--- config.mk ---
export PLATFORM = sky130hd
export DESIGN_NAME = scms_mode_selector
export DESIGN_NICKNAME = d
export VERILOG_FILES = /design/src/scms_pkg.sv /design/src/scms_debounce.sv /design/src/scms_ramp.sv /design/src/scms_mode_selector.sv
export SDC_FILE = /design/constraint.sdc
export NUM_CORES = 1
export LEC_CHECK = 0
export BUFFER_PORTS_ARGS = -buffer_cell sky130_fd_sc_hd__buf_4
export CAP_MARGIN = 20
export CELL_PAD_IN_SITES_DETAIL_PLACEMENT = 1
export CELL_PAD_IN_SITES_GLOBAL_PLACEMENT = 1
export CORE_UTILIZATION = 45
export DETAILED_ROUTE_END_ITERATION = 8
export PLACE_DENSITY_LB_ADDON = 0.1
export SKIP_CTS_REPAIR_TIMING = 1
export SYNTH_ARGS = -nofsm -noshare
export SYNTH_HDL_FRONTEND = slang
export SYNTH_SLANG_ARGS = --single-unit
--- constraint.sdc ---
create_clock -name core_clk -period 12.4 [get_ports core_clk]
set_input_delay 2.48 -clock core_clk [delete_from_list [all_inputs] [get_ports core_clk]]
set_output_delay 2.48 -clock core_clk [all_outputs]
set_load 0.02 [all_outputs]
--- src/scms_pkg.sv ---
package scms_pkg;
    // ************************************************************
    // Control method codes
    // ************************************************************
    localparam logic [3:0] METHOD_TORQUE     = 4'h2;
    localparam logic [3:0] METHOD_CONTACT_LO = 4'h3;
    localparam logic [3:0] METHOD_CONTACT_HI = 4'h6;
    localparam logic [3:0] METHOD_SOFT_START = 4'h5;
    localparam logic [3:0] METHOD_TRQ_SPD    = 4'h9;
    localparam logic [1:0] OPT_NONE          = 2'h0;
    localparam logic [1:0] OPT_TLIM          = 2'h1;
    localparam logic [1:0] OPT_TFF           = 2'h2;
    // ************************************************************
    // Register map
    // ************************************************************
    localparam logic [3:0] ADDR_CONFIG   = 4'h0;
    localparam logic [3:0] ADDR_SPEEDCAP = 4'h1;
    localparam logic [3:0] ADDR_ALLOC    = 4'h2;
    localparam logic [3:0] ADDR_STATUS   = 4'h3;
    localparam logic [3:0] ADDR_SPEEDREF = 4'h4;
    localparam int CFG_METHOD_LSB = 0;
    localparam int CFG_OPT_LSB    = 4;
    localparam int CFG_LIMSEL_BIT = 6;
    localparam logic [31:0] CONFIG_RESET   = 32'h00000000;
    localparam logic [15:0] SPEEDCAP_RESET = 16'h2710;
    localparam logic [2:0]  ALLOC_RESET    = 3'h0;
    // ************************************************************
    // Timing
    // ************************************************************
    localparam int CLK_MHZ        = 125;
    localparam int SAMPLE_US      = 2000;
    localparam int SAMPLE_CYC_MAX = SAMPLE_US * CLK_MHZ;
    localparam int DEBOUNCE_US    = 1000;
    localparam int DEBOUNCE_CYC   = DEBOUNCE_US * CLK_MHZ;
    localparam int RAMP_STEP_US   = 100;
    localparam int RAMP_STEP_CYC  = RAMP_STEP_US * CLK_MHZ;
    // ************************************************************
    // Active sub-mode
    // ************************************************************
    typedef enum logic [2:0] {
        SCMS_MODE_SPEED   = 3'b000,
        SCMS_MODE_TORQUE  = 3'b001,
        SCMS_MODE_CONTACT = 3'b010,
        SCMS_MODE_PULSE   = 3'b011
    } scms_mode_t;
endpackage

--- src/scms_debounce.sv ---
`timescale 1ns/10ps
module scms_debounce #(
    parameter int WIDTH   = 4,
    parameter int HOLD_CY = 125000
) (
    input  wire logic             core_clk,
    input  wire logic             arst_n,
    input  wire logic [WIDTH-1:0] raw_n,
    output logic      [WIDTH-1:0] clean_on
);
    genvar g;
    generate
        for (g = 0; g < WIDTH; g++) begin : g_bit
            logic        sync1_reg;
            logic        sync2_reg;
            logic [17:0] cnt_reg;
            always_ff @(posedge core_clk or negedge arst_n) begin
                if (!arst_n) begin
                    sync1_reg <= 1'b1;
                    sync2_reg <= 1'b1;
                end else begin
                    sync1_reg <= raw_n[g];
                    sync2_reg <= sync1_reg;
                end
            end
            // Low level means contact on; change accepted after a stable hold
            always_ff @(posedge core_clk or negedge arst_n) begin
                if (!arst_n) begin
                    cnt_reg     <= 18'h0;
                    clean_on[g] <= 1'b0;
                end else if (sync2_reg == clean_on[g]) begin
                    if (cnt_reg >= 18'(HOLD_CY - 1)) begin
                        clean_on[g] <= ~sync2_reg;
                        cnt_reg     <= 18'h0;
                    end else begin
                        cnt_reg <= cnt_reg + 18'h1;
                    end
                end else begin
                    cnt_reg <= 18'h0;
                end
            end
        end
    endgenerate
endmodule // scms_debounce

--- src/scms_ramp.sv ---
`timescale 1ns/10ps
module scms_ramp #(
    parameter int STEP_CY = 12500
) (
    input  wire logic        core_clk,
    input  wire logic        arst_n,
    input  wire logic        enable,
    input  wire logic [15:0] target,
    input  wire logic [15:0] accel_step,
    output logic      [15:0] speed_out
);
    logic [15:0] tick_reg;
    logic        tick;
    assign tick = (tick_reg >= 16'(STEP_CY - 1));
    always_ff @(posedge core_clk or negedge arst_n) begin
        if (!arst_n) begin
            tick_reg <= 16'h0;
        end else begin
            tick_reg <= tick ? 16'h0 : tick_reg + 16'h1;
        end
    end
    // Without ramp the output follows the target at once
    always_ff @(posedge core_clk or negedge arst_n) begin
        if (!arst_n) begin
            speed_out <= 16'h0;
        end else if (!enable || accel_step == 16'h0) begin
            speed_out <= target;
        end else if (tick) begin
            if (target > speed_out) begin
                speed_out <= (target - speed_out > accel_step) ? speed_out + accel_step : target;
            end else if (target < speed_out) begin
                speed_out <= (speed_out - target > accel_step) ? speed_out - accel_step : target;
            end
        end
    end
endmodule // scms_ramp

--- src/scms_mode_selector.sv ---
// Operation
// - Soft start ramps only in contact speed control with method 5.
// - Pulse reference motion never ramps.
// - After contact-to-pulse switch while running, pulses wait for positioning done.
// - Speed select contact changes take effect within 2 ms.
// - Method 2 runs pure torque control from the torque reference.
// - Pure torque with limit select 1 ignores speed reference as command.
// - Torque control caps speed at the torque mode speed cap.
// - Method 9 switches torque and speed by control select contact.
// - Method 9: contact off means torque, on means speed.
// - Method 9 torque, limit select 1: speed reference limits both directions.
// - Method 9 uses torque reference as command, feed-forward or limit.
// - Speed option 0 unused, 1 torque limit, 2 feed-forward.
// - Control select works only when allocated to an input.
// - One external torque limit level, taken from the torque reference, is supported.
// - Contacts are active low.
//
// Design decisions made here: the address map and the plain strobed port.
`timescale 1ns/10ps
module scms_mode_selector #(
    parameter int DEBOUNCE_CY = scms_pkg::DEBOUNCE_CYC,
    parameter int STEP_CY     = scms_pkg::RAMP_STEP_CYC
) (
    input  wire logic        core_clk,
    input  wire logic        arst_n,
    input  wire logic [3:0]  reg_addr,
    input  wire logic [31:0] reg_wdata,
    input  wire logic        reg_wr,
    input  wire logic        reg_rd,
    output logic      [31:0] reg_rdata,
    input  wire logic        proportional_ctrl_in_n,
    input  wire logic        speed_select_a_n,
    input  wire logic        speed_select_b_n,
    input  wire logic        ext_limit_in_n,
    input  wire logic        motor_running,
    input  wire logic        in_position,
    input  wire logic        pulse_in,
    input  wire logic        max_limit_hit,
    input  wire logic [15:0] speed_ref,
    input  wire logic [15:0] torque_ref,
    output logic             positioning_done_out,
    output logic             pulse_accept,
    output logic [15:0]      speed_cmd,
    output logic [15:0]      torque_cmd,
    output logic [15:0]      torque_ff,
    output logic [15:0]      torque_limit,
    output logic [15:0]      speed_limit,
    output logic             speed_limit_bidir,
    output logic             reverse_dir,
    output logic [2:0]       mode_out
);

    // ************************************************************
    // Registers
    // ************************************************************
    logic [31:0] config_reg;
    logic [15:0] speedcap_reg;
    logic [2:0]  alloc_reg;
    logic [15:0] speed1_reg;
    logic [3:0]  method;
    logic [1:0]  opt;
    logic        limsel;
    assign method = config_reg[scms_pkg::CFG_METHOD_LSB +: 4];
    assign opt    = config_reg[scms_pkg::CFG_OPT_LSB +: 2];
    assign limsel = config_reg[scms_pkg::CFG_LIMSEL_BIT];

    always_ff @(posedge core_clk or negedge arst_n) begin
        if (!arst_n) begin
            config_reg   <= scms_pkg::CONFIG_RESET;
            speedcap_reg <= scms_pkg::SPEEDCAP_RESET;
            alloc_reg    <= scms_pkg::ALLOC_RESET;
            speed1_reg   <= 16'h0;
        end else if (reg_wr) begin
            unique case (reg_addr)
                scms_pkg::ADDR_CONFIG:   config_reg   <= reg_wdata;
                scms_pkg::ADDR_SPEEDCAP: speedcap_reg <= reg_wdata[15:0];
                scms_pkg::ADDR_ALLOC:    alloc_reg    <= reg_wdata[2:0];
                scms_pkg::ADDR_SPEEDREF: speed1_reg   <= reg_wdata[15:0];
                default: ;
            endcase
        end
    end

    // ************************************************************
    // Contact conditioning
    // ************************************************************
    logic [3:0] on;
    scms_debounce #(.WIDTH(4), .HOLD_CY(DEBOUNCE_CY)) u_deb (
        .core_clk (core_clk),
        .arst_n   (arst_n),
        .raw_n    ({ext_limit_in_n, speed_select_b_n, speed_select_a_n, proportional_ctrl_in_n}),
        .clean_on (on)
    );
    logic sel_on;
    assign sel_on = on[0] & alloc_reg[0];

    // ************************************************************
    // Mode decision
    // ************************************************************
    logic contact_mode;
    logic speeds_zero;
    scms_pkg::scms_mode_t mode;
    assign contact_mode = (method >= scms_pkg::METHOD_CONTACT_LO) && (method <= scms_pkg::METHOD_CONTACT_HI);
    assign speeds_zero  = !on[1] && !on[2];
    always_comb begin
        if (method == scms_pkg::METHOD_TORQUE) begin
            mode = scms_pkg::SCMS_MODE_TORQUE;
        end else if (method == scms_pkg::METHOD_TRQ_SPD) begin
            mode = sel_on ? scms_pkg::SCMS_MODE_SPEED : scms_pkg::SCMS_MODE_TORQUE;
        end else if (contact_mode && speeds_zero && method == scms_pkg::METHOD_SOFT_START) begin
            mode = scms_pkg::SCMS_MODE_PULSE;
        end else if (contact_mode) begin
            mode = scms_pkg::SCMS_MODE_CONTACT;
        end else begin
            mode = scms_pkg::SCMS_MODE_SPEED;
        end
    end
    assign mode_out = mode;

    // ************************************************************
    // Pulse gating after preset speed run
    // ************************************************************
    logic prev_contact_reg;
    logic pulse_block_reg;
    logic block_set;
    assign block_set = prev_contact_reg && mode == scms_pkg::SCMS_MODE_PULSE && motor_running;
    always_ff @(posedge core_clk or negedge arst_n) begin
        if (!arst_n) begin
            prev_contact_reg <= 1'b0;
        end else begin
            prev_contact_reg <= (mode == scms_pkg::SCMS_MODE_CONTACT);
        end
    end
    // Set beats the release so a fresh switch is never lost
    always_ff @(posedge core_clk or negedge arst_n) begin
        if (!arst_n) begin
            pulse_block_reg <= 1'b0;
        end else if (block_set) begin
            pulse_block_reg <= 1'b1;
        end else if (positioning_done_out || mode != scms_pkg::SCMS_MODE_PULSE) begin
            pulse_block_reg <= 1'b0;
        end
    end
    always_ff @(posedge core_clk or negedge arst_n) begin
        if (!arst_n) begin
            positioning_done_out <= 1'b0;
        end else begin
            positioning_done_out <= in_position && !block_set;
        end
    end
    assign pulse_accept = pulse_in && mode == scms_pkg::SCMS_MODE_PULSE && !pulse_block_reg && !block_set;

    // ************************************************************
    // Reference routing
    // ************************************************************
    logic [15:0] ramp_speed;
    logic [15:0] contact_target;
    always_comb begin
        unique case ({on[2], on[1]})
            2'b01:   contact_target = speed1_reg;
            2'b11:   contact_target = speed1_reg << 1;
            2'b10:   contact_target = speed1_reg + (speed1_reg << 1);
            default: contact_target = (method == 4'h4) ? speed_ref : 16'h0;
        endcase
    end
    scms_ramp #(.STEP_CY(STEP_CY)) u_ramp (
        .core_clk   (core_clk),
        .arst_n     (arst_n),
        .enable     (method == scms_pkg::METHOD_SOFT_START && mode == scms_pkg::SCMS_MODE_CONTACT),
        .target     (contact_target),
        .accel_step (config_reg[31:16]),
        .speed_out  (ramp_speed)
    );

    always_ff @(posedge core_clk or negedge arst_n) begin
        if (!arst_n) begin
            speed_cmd         <= 16'h0;
            torque_cmd        <= 16'h0;
            torque_ff         <= 16'h0;
            torque_limit      <= 16'hffff;
            speed_limit       <= scms_pkg::SPEEDCAP_RESET;
            speed_limit_bidir <= 1'b0;
            reverse_dir       <= 1'b0;
        end else begin
            speed_cmd         <= 16'h0;
            torque_cmd        <= 16'h0;
            torque_ff         <= 16'h0;
            torque_limit      <= on[3] ? torque_ref : 16'hffff;
            speed_limit       <= speedcap_reg;
            speed_limit_bidir <= 1'b0;
            reverse_dir       <= contact_mode & on[0];
            unique case (mode)
                scms_pkg::SCMS_MODE_TORQUE: begin
                    torque_cmd <= torque_ref;
                    if (limsel) begin
                        speed_limit       <= (speed_ref < speedcap_reg) ? speed_ref : speedcap_reg;
                        speed_limit_bidir <= 1'b1;
                    end
                end
                scms_pkg::SCMS_MODE_SPEED: begin
                    speed_cmd <= speed_ref;
                    if (method == scms_pkg::METHOD_TRQ_SPD) begin
                        if (opt == scms_pkg::OPT_TLIM) begin
                            torque_limit <= torque_ref;
                        end else if (opt == scms_pkg::OPT_TFF) begin
                            torque_ff <= torque_ref;
                        end
                    end
                end
                scms_pkg::SCMS_MODE_CONTACT: speed_cmd <= ramp_speed;
                scms_pkg::SCMS_MODE_PULSE:   speed_cmd <= 16'h0;
                default: ;
            endcase
        end
    end

    // ************************************************************
    // Read port
    // ************************************************************
    always_ff @(posedge core_clk or negedge arst_n) begin
        if (!arst_n) begin
            reg_rdata <= 32'h0;
        end else if (reg_rd) begin
            unique case (reg_addr)
                scms_pkg::ADDR_CONFIG:   reg_rdata <= config_reg;
                scms_pkg::ADDR_SPEEDCAP: reg_rdata <= {16'h0, speedcap_reg};
                scms_pkg::ADDR_ALLOC:    reg_rdata <= {29'h0, alloc_reg};
                scms_pkg::ADDR_STATUS:   reg_rdata <= {23'h0, pulse_block_reg, positioning_done_out, mode, on};
                scms_pkg::ADDR_SPEEDREF: reg_rdata <= {16'h0, speed1_reg};
                default:                 reg_rdata <= 32'h0;
            endcase
        end else begin
            reg_rdata <= 32'h0;
        end
    end

    // ************************************************************
    // Checks
    // ************************************************************
    // Lag counter stands in for a two-millisecond repetition, far too deep to unroll
    logic [17:0] lag_cnt_reg;
    logic        lagging;
    assign lagging = (speed_select_a_n == on[1]) || (speed_select_b_n == on[2]);
    always_ff @(posedge core_clk or negedge arst_n) begin
        if (!arst_n) begin
            lag_cnt_reg <= 18'h0;
        end else if (!lagging) begin
            lag_cnt_reg <= 18'h0;
        end else if (lag_cnt_reg < 18'(scms_pkg::SAMPLE_CYC_MAX)) begin
            lag_cnt_reg <= lag_cnt_reg + 18'h1;
        end
    end
endmodule // scms_mode_selector

# After elaboration in Yosys (flattened, before gate mapping)
# Index checks and enable logic that the tools add are counted.
[op_classes] n_lt_le_gt_ge=12 shifts=0 n_bitwise=6 n_reduce_logical=33 n_mux=41 n_addsub=10 eq_ne=21 div_mod_pow=0 n_mul=0
[op_table] op="16-bit two-way mux" n=20
[op_table] op="32-bit one-hot mux with 5 select lines" n=1
[op_table] op="18-bit two-way mux" n=8
[op_table] op="18-bit by 1-bit adder with 18-bit output (second input constant)" n=4
[op_table] op="18-bit by 17-bit >= comparator with 1-bit output (second input constant)" n=4
[op_table] op="16-bit greater-than comparator" n=3
[op_table] op="16-bit one-hot mux with 3 select lines" n=1
[op_table] op="16-bit subtractor" n=3
[op_table] op="16-bit adder" n=2
[op_table] op="16-bit less-than comparator" n=2
[op_table] op="32-bit two-way mux" n=1
[op_table] op="16-bit one-hot mux with 2 select lines" n=1
[op_table] op="2-bit AND reduction" n=9
[op_table] op="16-bit by 1-bit adder with 16-bit output (second input constant)" n=1
[op_table] op="16-bit by 14-bit >= comparator with 1-bit output (second input constant)" n=1
[op_table] op="16-bit zero test" n=1
[op_table] op="4-bit by 2-bit == test with 1-bit output (second input constant)" n=3
[op_table] op="4-bit by 3-bit == test with 1-bit output (second input constant)" n=3
[op_table] op="1-bit logical AND" n=11
[op_table] op="2-bit two-way mux" n=4
[op_table] op="2-bit == test (second input constant)" n=3
[op_table] op="3-bit by 2-bit == test with 1-bit output (second input constant)" n=2
[op_table] op="1-bit zero test" n=5
[op_table] op="1-bit two-way mux" n=5
[op_table] op="other kinds (15)" n=25
[word_totals] in_bits=80 mem_count=0 mem_bits_ro=0 output_inout_bits=119 regBits=300 elab_cells=156 ram_bits=0 latchBits=0

# Logic depth before layout (Yosys ltp)
# Gate-level depths: netlist of the first run.
[logic_depth] ltp_word=13 mapped_depth=31 ltp_nobuf=29

# By module
# From an unflattened synthesis of the first run, not the netlist that was laid out.
[unflattened] cells_unflattened=1747 hier_area_um2=17556.8
[by_module_without_submodules] module="scms_mode_selector" seq_area_each_um2=4636.9 instances=1 cells_each=655 area_each_um2=8215.4
[by_module_without_submodules] module="scms_ramp" seq_area_each_um2=800.8 instances=1 cells_each=692 area_each_um2=5325.1
[by_module_without_submodules] module="scms_debounce" seq_area_each_um2=2112.0 instances=1 cells_each=400 area_each_um2=4016.4

# Least setup slack after synthesis of the first run
# No wires, ideal clock.
[synth_path] kind="in2reg" start="input port speed_ref[4]" end="register u_ramp.speed_out[8]" arrival_ns=6.711 slack_ns=5.563 stages=22 path_buffers=2 setup_time_ns=0.126 required_ns=12.274 path_cell_list="and2_1 mux4_2 ha_1 buf_2 o21a_1 o31a_1 nor4_1 or4_1 a21boi_0 o21a_1 nor2_1 xnor2_1 ha_1 nand2_1 nor2_1 nand2_1 o211a_1 o21ai_1 and3_1 buf_2 nor3_1 o32a_1"
[synth_via] elab_chain_len=9 elab_cells_between_ends=16 classes_between="2 x add/sub; 4 x order compare; 8 x mux; 2 x reduce/logical"
[synth_lines] element="start: declaration" line="scms_mode_selector.sv:39" text="input wire logic [15:0] speed_ref,"
[synth_lines] element="16-bit two-way mux (*)" line="scms_mode_selector.sv:163" text="default: contact_target = (method == 4'h4) ? speed_ref : 16'h0;"
[synth_lines] element="16-bit one-hot mux with 3 select lines (*)" line="scms_mode_selector.sv:159" text="unique case ({on[2], on[1]})"
[synth_lines] element="16-bit subtractor" line="scms_ramp.sv:32" text="speed_out <= (speed_out - target > accel_step) ? speed_out - accel_step : target;"
[synth_lines] element="16-bit greater-than comparator" line="scms_ramp.sv:32"
[synth_lines] element="16-bit two-way mux" line="scms_ramp.sv:32"
[synth_lines] element="16-bit two-way mux" line="scms_ramp.sv:31" text="end else if (target < speed_out) begin"
[synth_lines] element="16-bit two-way mux" line="scms_ramp.sv:29" text="if (target > speed_out) begin"
[synth_lines] element="16-bit two-way mux" line="scms_ramp.sv:28" text="end else if (tick) begin"
[synth_lines] element="16-bit two-way mux" line="scms_ramp.sv:26" text="end else if (!enable || accel_step == 16'h0) begin"
[synth_lines] element="end signal: assignment" line="scms_ramp.sv:27" text="speed_out <= target;"
[synth_lines] element="end signal: assignment" line="scms_ramp.sv:30" text="speed_out <= (target - speed_out > accel_step) ? speed_out + accel_step : target;"
[synth_lines] element="end signal: assignment" line="scms_ramp.sv:32"
[synth_lines] element="end: declaration" line="scms_ramp.sv:10" text="output logic [15:0] speed_out"
# Mark *: on every way between the ends. The rest lies on a longest branch, timed or not. The select of a mux whose other input is x is not followed.
# A chain may end at the register's enable or synchronous reset.

# Final worst setup path of the first run
[layout_path] start="register config_reg[2]" end="register u_ramp.speed_out[0]"
[layout_via] elab_chain_len=13 elab_cells_between_ends=34 classes_between="2 x add/sub; 6 x order compare; 5 x eq/ne; 12 x mux; 9 x reduce/logical"
[layout_lines] element="start: declaration" line="scms_mode_selector.sv:56" text="logic [31:0] config_reg;"
[layout_lines] element="start signal: assignment" line="scms_mode_selector.sv:69" text="config_reg <= scms_pkg::CONFIG_RESET;"
[layout_lines] element="start signal: assignment" line="scms_mode_selector.sv:75" text="scms_pkg::ADDR_CONFIG: config_reg <= reg_wdata;"
[layout_lines] element="parallel branches: the longest is 13 deep, another holds 16-bit subtractor"
# Several ways; the timed one is not identified. The select of a mux whose other input is x is not followed.

==> impl_results.md, run 1 <==
* Commonest non-fill, non-tap cell in the layout: dfrtp_1
* Setup repair after global routing missed its margin: no
* Placeable core region at 37580 µm²
* Most common flop cell mapped by yosys: dfrtp_1
* Library cells used by synthesis at 86
* Final weighted congestion of routability-driven global placement at 0.9060
* Aggregate global-route resource usage at 0.2709
* Fin crit share at 0.6445
* Post-synthesis cell area at 17170 µm²
* Peak VDD IR at 0.1139 mV
* Horizontal die dimension at ~200 µm
* Max Transition Viols Final at 0
* Rel. slew slack at 0.2987
* Number of H-tree branching levels at 2
* Number of vias per cell after detailed routing at 5.685
* Total power consumption of the routed design at 4.549 mW
* Sequential Power Share at 0.281
* IO Count at 199
* Number of rows created at floorplan at 71
* Transition time of the tightest slew-check pin at around 1.0 ns
* Outcome: completed
* Clock period minus worst slack at 7.992 ns
* Utilization after layout at 0.5406
* Cells after synthesis at 1700
* Final count of hold timing violations at 0
* Gr ovfl total at 0
* Vias at 13810
* Global-route wire length before repair at 81990 µm
* Final std cells w/o fill at roughly 2400
* Share of power burned in the clock network at 0.226
* Root cell of the clock tree: clkbuf_16
* Placed instance area at 19180 µm²
* Design Area, Final at 20320 µm²
* Antenna violations before repair at 0
* Share of the yosys chip area belonging to registers at 0.4398
* Worst slack, placed at 3.845 ns
* Max frequency at ~130 MHz
* Kind of start point of the critical path: flip-flop
* Synthesized flop and latch total at 300
* Area growth syn-to-layout at 18.34%
* Count of final setup violators at 0
* Chip height at 197.3 µm
* Final routed DRC violation total at 0
* Internal power summed over all cells at 2.629 mW
* Number of nets in the layout at 2104
* Async SR Flop Fraction at 1.000
* DP HPWL at around 38000 µm
* Type of the worst min-delay path: flip-flop to flip-flop
* Critical path data arrival time at roughly 8.5 ns
* Clock input transition at the sequential cells of the worst setup and hold paths at 0.06 ns
* Worst slack on hold paths at 0.3590 ns
* Number of DRC markers in iteration 0 at 613
* Number of max-cap violations at 0
* Most frequent cells in the layout: dfrtp_1, buf_4, nor2_1, ha_1, inv_1
* Total power divided by cell area at 223.9 nW/µm²
* Number of clock sinks at 300
* Number of buffers created by CTS at 35
* Post-Route Setup TNS at 0 ns
* Number of enable flip-flop cells after synthesis at 0
* Total Die Area at between 30000 and 40000 µm²
* Via count of the first global-routing pass at 14720
* Number of antenna diodes at 0
* CTS tree: built
* Critical Path RT at about 13 ns
* Number of warnings printed during yosys synthesis at 0
* Initial core utilization at 0.4569
* Largest net degree at the start of global routing at 143
* Worst Setup Slack, final at 4.408 ns
* Cell count after placement at 2367
* Overall routed net length at 51560 µm
* Remaining number of nets flagged by the antenna check after routing at 0
* Combinational share of power at 0.493
* Net Sw Power at slightly below 2 mW
* Count of port buffers added during placement at 196
* Total iterations of the first detailed-routing run at 7
* Maximum clock path buffer count at 3
* Synthesized area divided by synthesized cell count at between 10 and 15 µm²
* Standby leakage power at 9.378 nW
* Clock tree skew after final layout at around 0.018 ns
* Layout cells sized above 1 at 0.2262
* Number of flip-flops in the largest register at slightly above 70
* Category of the worst setup path capture point: flip-flop
* Detailed-route wire length per cell at approximately 21 µm
* Net switching share of the total power at 0.4221
* Maximum fanout encountered on the critical timing path at 13
* Clock Latency Late Sink at between 0.5 and 0.6 ns
* Critical setup path kind: flip-flop to flip-flop
worst max-delay path, stage by stage (launching register included):
cell and delay (ns):
dfrtp_1 0.46, nor2b_1 0.25, nor3b_1 0.70, and2_1 0.55, a221oi_1 0.14, a21oi_1 0.48
ha_1 0.36, nor2b_1 0.13, o21ai_0 0.20, a21boi_0 0.15, o21ai_0 0.26, a21oi_1 0.20
a2111oi_0 0.62, o31ai_1 0.15, a21oi_1 0.19, xnor2_1 0.17, ha_1 0.30, a21oi_1 0.18
nor2b_1 0.15, a22oi_1 0.07, a311o_1 0.29, o21ai_0 0.22, nor3_2 0.06, buf_4 0.21
nor2_1 0.80, mux2_2 0.42, a21oi_1 0.15
Yosys cell counts (all sizes together) (15+ instances only):
master,n,area (µm²)
nand3,53,270.3
ha,126,1577
clkbuf,35,132.6
o21a,16,120.1
nand4,21,131.4
nand2,78,295.3
a222oi,16,160.2
xor2,40,350.3
a31oi,20,131.4
a22o,20,175.2
dfstp,34,893.4
nor2,186,698.2
and3,37,231.5
nand2b,15,93.84
inv,104,390.4
xnor2,69,604.3
nor3,18,95.09
or2,25,156.4
mux2,92,1036
a21oi,84,420.4
and2,47,294.0
dfrtp,266,6656
a21o,20,151.4
buf,26,141.4
o21ai,55,279.0
cell families (layout without fill, tap and decap cells):
kind of cell	count (synthesis)	after routing	synth area share
DFF	300	300	0.4398
buffers and inverters	166	379	0.03892
xor gates and xnor gates	109	109	0.05561
and+or+nand+nor	534	534	0.1550
AOI/OAI and AO/OA	357	357	0.1459
muxes	102	102	0.06690
adders and majority gates	131	131	0.09766
other	1	7	0.0002184
power by group through the flow:
stage	clock [mW]	combinational [mW]	sequential [mW]
6_report	1.03	2.24	1.28
5_1_grt	1.09	2.48	1.29
4_1_cts	1.06	2.24	1.27
3_5_place_dp	0	2.23	1.29
3_3_place_gp	0	2.16	1.28
2_1_floorplan	0	1.53	1.28
worst paths after layout:
path	startpoint	slack, ns	end	cells past startpoint
min in group asynchronous	arst_n	1.94	torque_ff[6]	1
worst max-delay path	config_reg[2]	4.41	u_ramp.speed_out[0]	26
worst min register to register	u_deb.g_bit[2].sync1_reg	0.36	u_deb.g_bit[2].sync2_reg	0
worst min-delay path	u_deb.g_bit[2].sync1_reg	0.36	u_deb.g_bit[2].sync2_reg	0
max in group asynchronous	arst_n	9.01	config_reg[21]	2
worst max register to register	config_reg[2]	4.41	u_ramp.speed_out[0]	26
metal layers:
layer	vias up	part of all wire	GRT usage
met1	7057	0.44	0.3512
li1	6422	-	-
met5	-	0	0
met4	0	0.031	0.09216
met3	83	0.034	0.04115
met2	252	0.49	0.4606
layout make-up:
class | instances | area (µm²)
flip-flops and latches | 300 | 7550
clock inverters | 15 | 161.4
fillers | 4181 | 17260
multi-input cells | 1240 | 8992
inverters | 105 | 394.1
repair buffers | 211 | 1604
clock buffers | 48 | 974.7
well taps | 511 | 639.4
(Power assumes the default switching activity.)
==> run 2: changes to the inputs <==
CORE_UTILIZATION = 42   (was 45)
clock period = 6.7 ns   (was 12.4 ns; I/O delays follow)
==> impl_results.md, run 2 (synthesized netlist as in run 1, its figures left out) <==
* Outcome: completed (unchanged)
* Type of the worst min-delay path: flip-flop to flip-flop (unchanged)
* Worst stage delay on the critical path at 0.42 ns (was 0.80 ns)
* Chip height at 204.2 µm (was 197.3 µm)
* Sequential Power Share at 0.265 (was 0.281)
* Category of the worst setup path capture point: flip-flop (unchanged)
* IO Count at 199 (unchanged)
* Worst slack, placed at 0.09090 ns (was 3.845 ns)
* Number of DRC markers in iteration 0 at 821 (was 613)
* Largest net degree at the start of global routing at 175 (was 143)
* Via count of the first global-routing pass at 14940 (was 14720)
* Vias at 13960 (was 13810)
* Clock tree skew after final layout at 0.01813 ns (was 0.01794 ns)
* Aggregate global-route resource usage at 0.2540 (was 0.2709)
* Internal power summed over all cells at 5.188 mW (was 2.629 mW)
* Clock input transition at the sequential cells of the worst setup and hold paths at 0.06 ns (about the same)
* Kind of start point of the critical path: flip-flop (unchanged)
* Number of clock sinks at 300 (unchanged)
* Net switching share of the total power at 0.4151 (was 0.4221)
* Number of cells traversed by the worst hold path at 0 (unchanged)
* Area growth syn-to-layout at 21.57% (was 18.34%)
* Initial core utilization at 0.4291 (was 0.4569)
* Clock Latency Late Sink at 0.55 ns (about the same)
* Transition time of the tightest slew-check pin at 1.047 ns (was 1.048 ns)
* Final weighted congestion of routability-driven global placement at 0.9281 (was 0.9060)
* CTS tree: built (unchanged)
* Standby leakage power at 9.698 nW (was 9.378 nW)
* Critical Path RT at 7.17 ns (was 12.87 ns)
* Critical setup path kind: flip-flop to flip-flop (unchanged)
* Design Area, Final at 20870 µm² (was 20320 µm²)
* Net Sw Power at 3.682 mW (was 1.920 mW)
* Number of nets in the layout at 2164 (was 2104)
* Remaining number of nets flagged by the antenna check after routing at 0 (unchanged)
* Most frequent cells in the layout: dfrtp_1, buf_4, nor2_1, ha_1, inv_1 (unchanged)
* CP max stage cell: dfrtp_1 (was nor2_1)
* Final std cells w/o fill at 2502 (was 2430)
* Layout cells sized above 1 at 0.2529 (was 0.2262)
* Peak VDD IR at 0.1928 mV (was 0.1139 mV)
* Critical path data arrival time at 6.79 ns (was 8.46 ns)
* Cell count after placement at 2439 (was 2367)
* Root cell of the clock tree: clkbuf_16 (unchanged)
* Number of vias per cell after detailed routing at 5.578 (was 5.685)
* Final count of hold timing violations at 0 (unchanged)
* Global-route wire length before repair at 82770 µm (was 81990 µm)
* Number of buffers created by CTS at 35 (unchanged)
* Max Transition Viols Final at 0 (unchanged)
* Number of H-tree branching levels at 2 (unchanged)
* Placed instance area at 19650 µm² (was 19180 µm²)
* Final routed DRC violation total at 0 (unchanged)
* Number of rows created at floorplan at 73 (was 71)
* Total power consumption of the routed design at 8.870 mW (was 4.549 mW)
* Number of antenna diodes at 0 (unchanged)
* Overall routed net length at 52680 µm (was 51560 µm)
* Fin crit share at 0.9434 (was 0.6445)
* Total iterations of the first detailed-routing run at 5 (was 7)
* Post-Route Setup TNS at 0 ns (unchanged)
* Worst Setup Slack, final at 0.3795 ns (was 4.408 ns)
* Max frequency at 158.2 MHz (was 125.1 MHz)
* Detailed-route wire length per cell at 21.05 µm (was 21.22 µm)
* Share of power burned in the clock network at 0.219 (was 0.226)
* Count of final setup violators at 0 (unchanged)
* Maximum clock path buffer count at 3 (unchanged)
* Depth of the worst register-to-register path at 30 (was 26)
* Total Die Area at 41690 µm² (was 38940 µm²)
* Number of max-cap violations at 0 (unchanged)
* Total power divided by cell area at 425.0 nW/µm² (was 223.9 nW/µm²)
* Horizontal die dimension at 204.2 µm (was 197.3 µm)
* Antenna violations before repair at 1 (was 0)
* Maximum fanout encountered on the critical timing path at 5 (was 13)
* Rel. slew slack at 0.3022 (was 0.2987)
* DP HPWL at 39850 µm (was 38240 µm)
* Number of flip-flops in the largest register at 72 (unchanged)
* Clock period minus worst slack at 6.320 ns (was 7.992 ns)
* Gr ovfl total at 0 (unchanged)
* Count of port buffers added during placement at 196 (unchanged)
* Placeable core region at 40010 µm² (was 37580 µm²)
* Combinational share of power at 0.516 (was 0.493)
-- run 2: metal layers --
layer / share of wire / vias to the layer above / global-route usage
met4: 0.022 / 0 / 0.06690
met5: 0 / - / 0
li1: - / 6539 / -
met2: 0.50 / 240 / 0.4460
met3: 0.031 / 76 / 0.03412
met1: 0.44 / 7102 / 0.3267
-- run 2: layout make-up --
class / instances / area (µm²)
fillers: 4467 / 19130
multi-input cells: 1240 / 9050
flip-flops and latches: 300 / 7550
repair buffers: 271 / 2074
clock buffers: 48 / 954.7
well taps: 525 / 656.9
inverters: 105 / 394.1
clock inverters: 13 / 191.4
-- run 2: path summary, 6_finish.rpt --
| path | start | slack, ns | end |
|---|---|---|---|
| max | speed1_reg[1] | 0.38 | u_ramp.speed_out[0] |
| min | u_deb.g_bit[0].sync1_reg | 0.36 | u_deb.g_bit[0].sync2_reg |
| max reg2reg | speed1_reg[1] | 0.38 | u_ramp.speed_out[0] |
| min reg2reg | u_deb.g_bit[0].sync1_reg | 0.36 | u_deb.g_bit[0].sync2_reg |
| max in group asynchronous | arst_n | 4.57 | u_deb.g_bit[0].cnt_reg[3] |
| min in group asynchronous | arst_n | 0.74 | u_deb.g_bit[1].cnt_reg[6] |
-- run 2: power groups by stage --
stage | clock, mW | sequential [mW] | combinational (mW)
floorplan | 0 | 2.38 | 2.82
global placement | 0 | 2.37 | 4.30
detailed placement | 0 | 2.37 | 4.45
CTS | 2.00 | 2.35 | 4.48
global route | 2.06 | 2.38 | 5.02
finish | 1.94 | 2.35 | 4.58
-- run 2: critical path, delay by kind of cell (launching register included) --
kind            cells  cell delay (ns)
xor+xnor            2             0.24
buf+inv             5             0.82
mux                 1             0.33
fa+ha+maj           3             0.92
simple gates        4             0.73
flops               1             0.42
compound gates     15             2.75
-- run 2: metrics by stage --
| step | utilization | hold slack, ns |
|---|---|---|
| 2_1_floorplan | - | 0.3452 |
| 3_3_place_gp | 0.4908 | 0.3460 |
| 3_5_place_dp | 0.4911 | 0.3519 |
| 4_1_cts | 0.5197 | 0.3569 |
| 5_1_grt | 0.5217 | 0.3603 |
| 6_report | 0.5217 | 0.3583 |
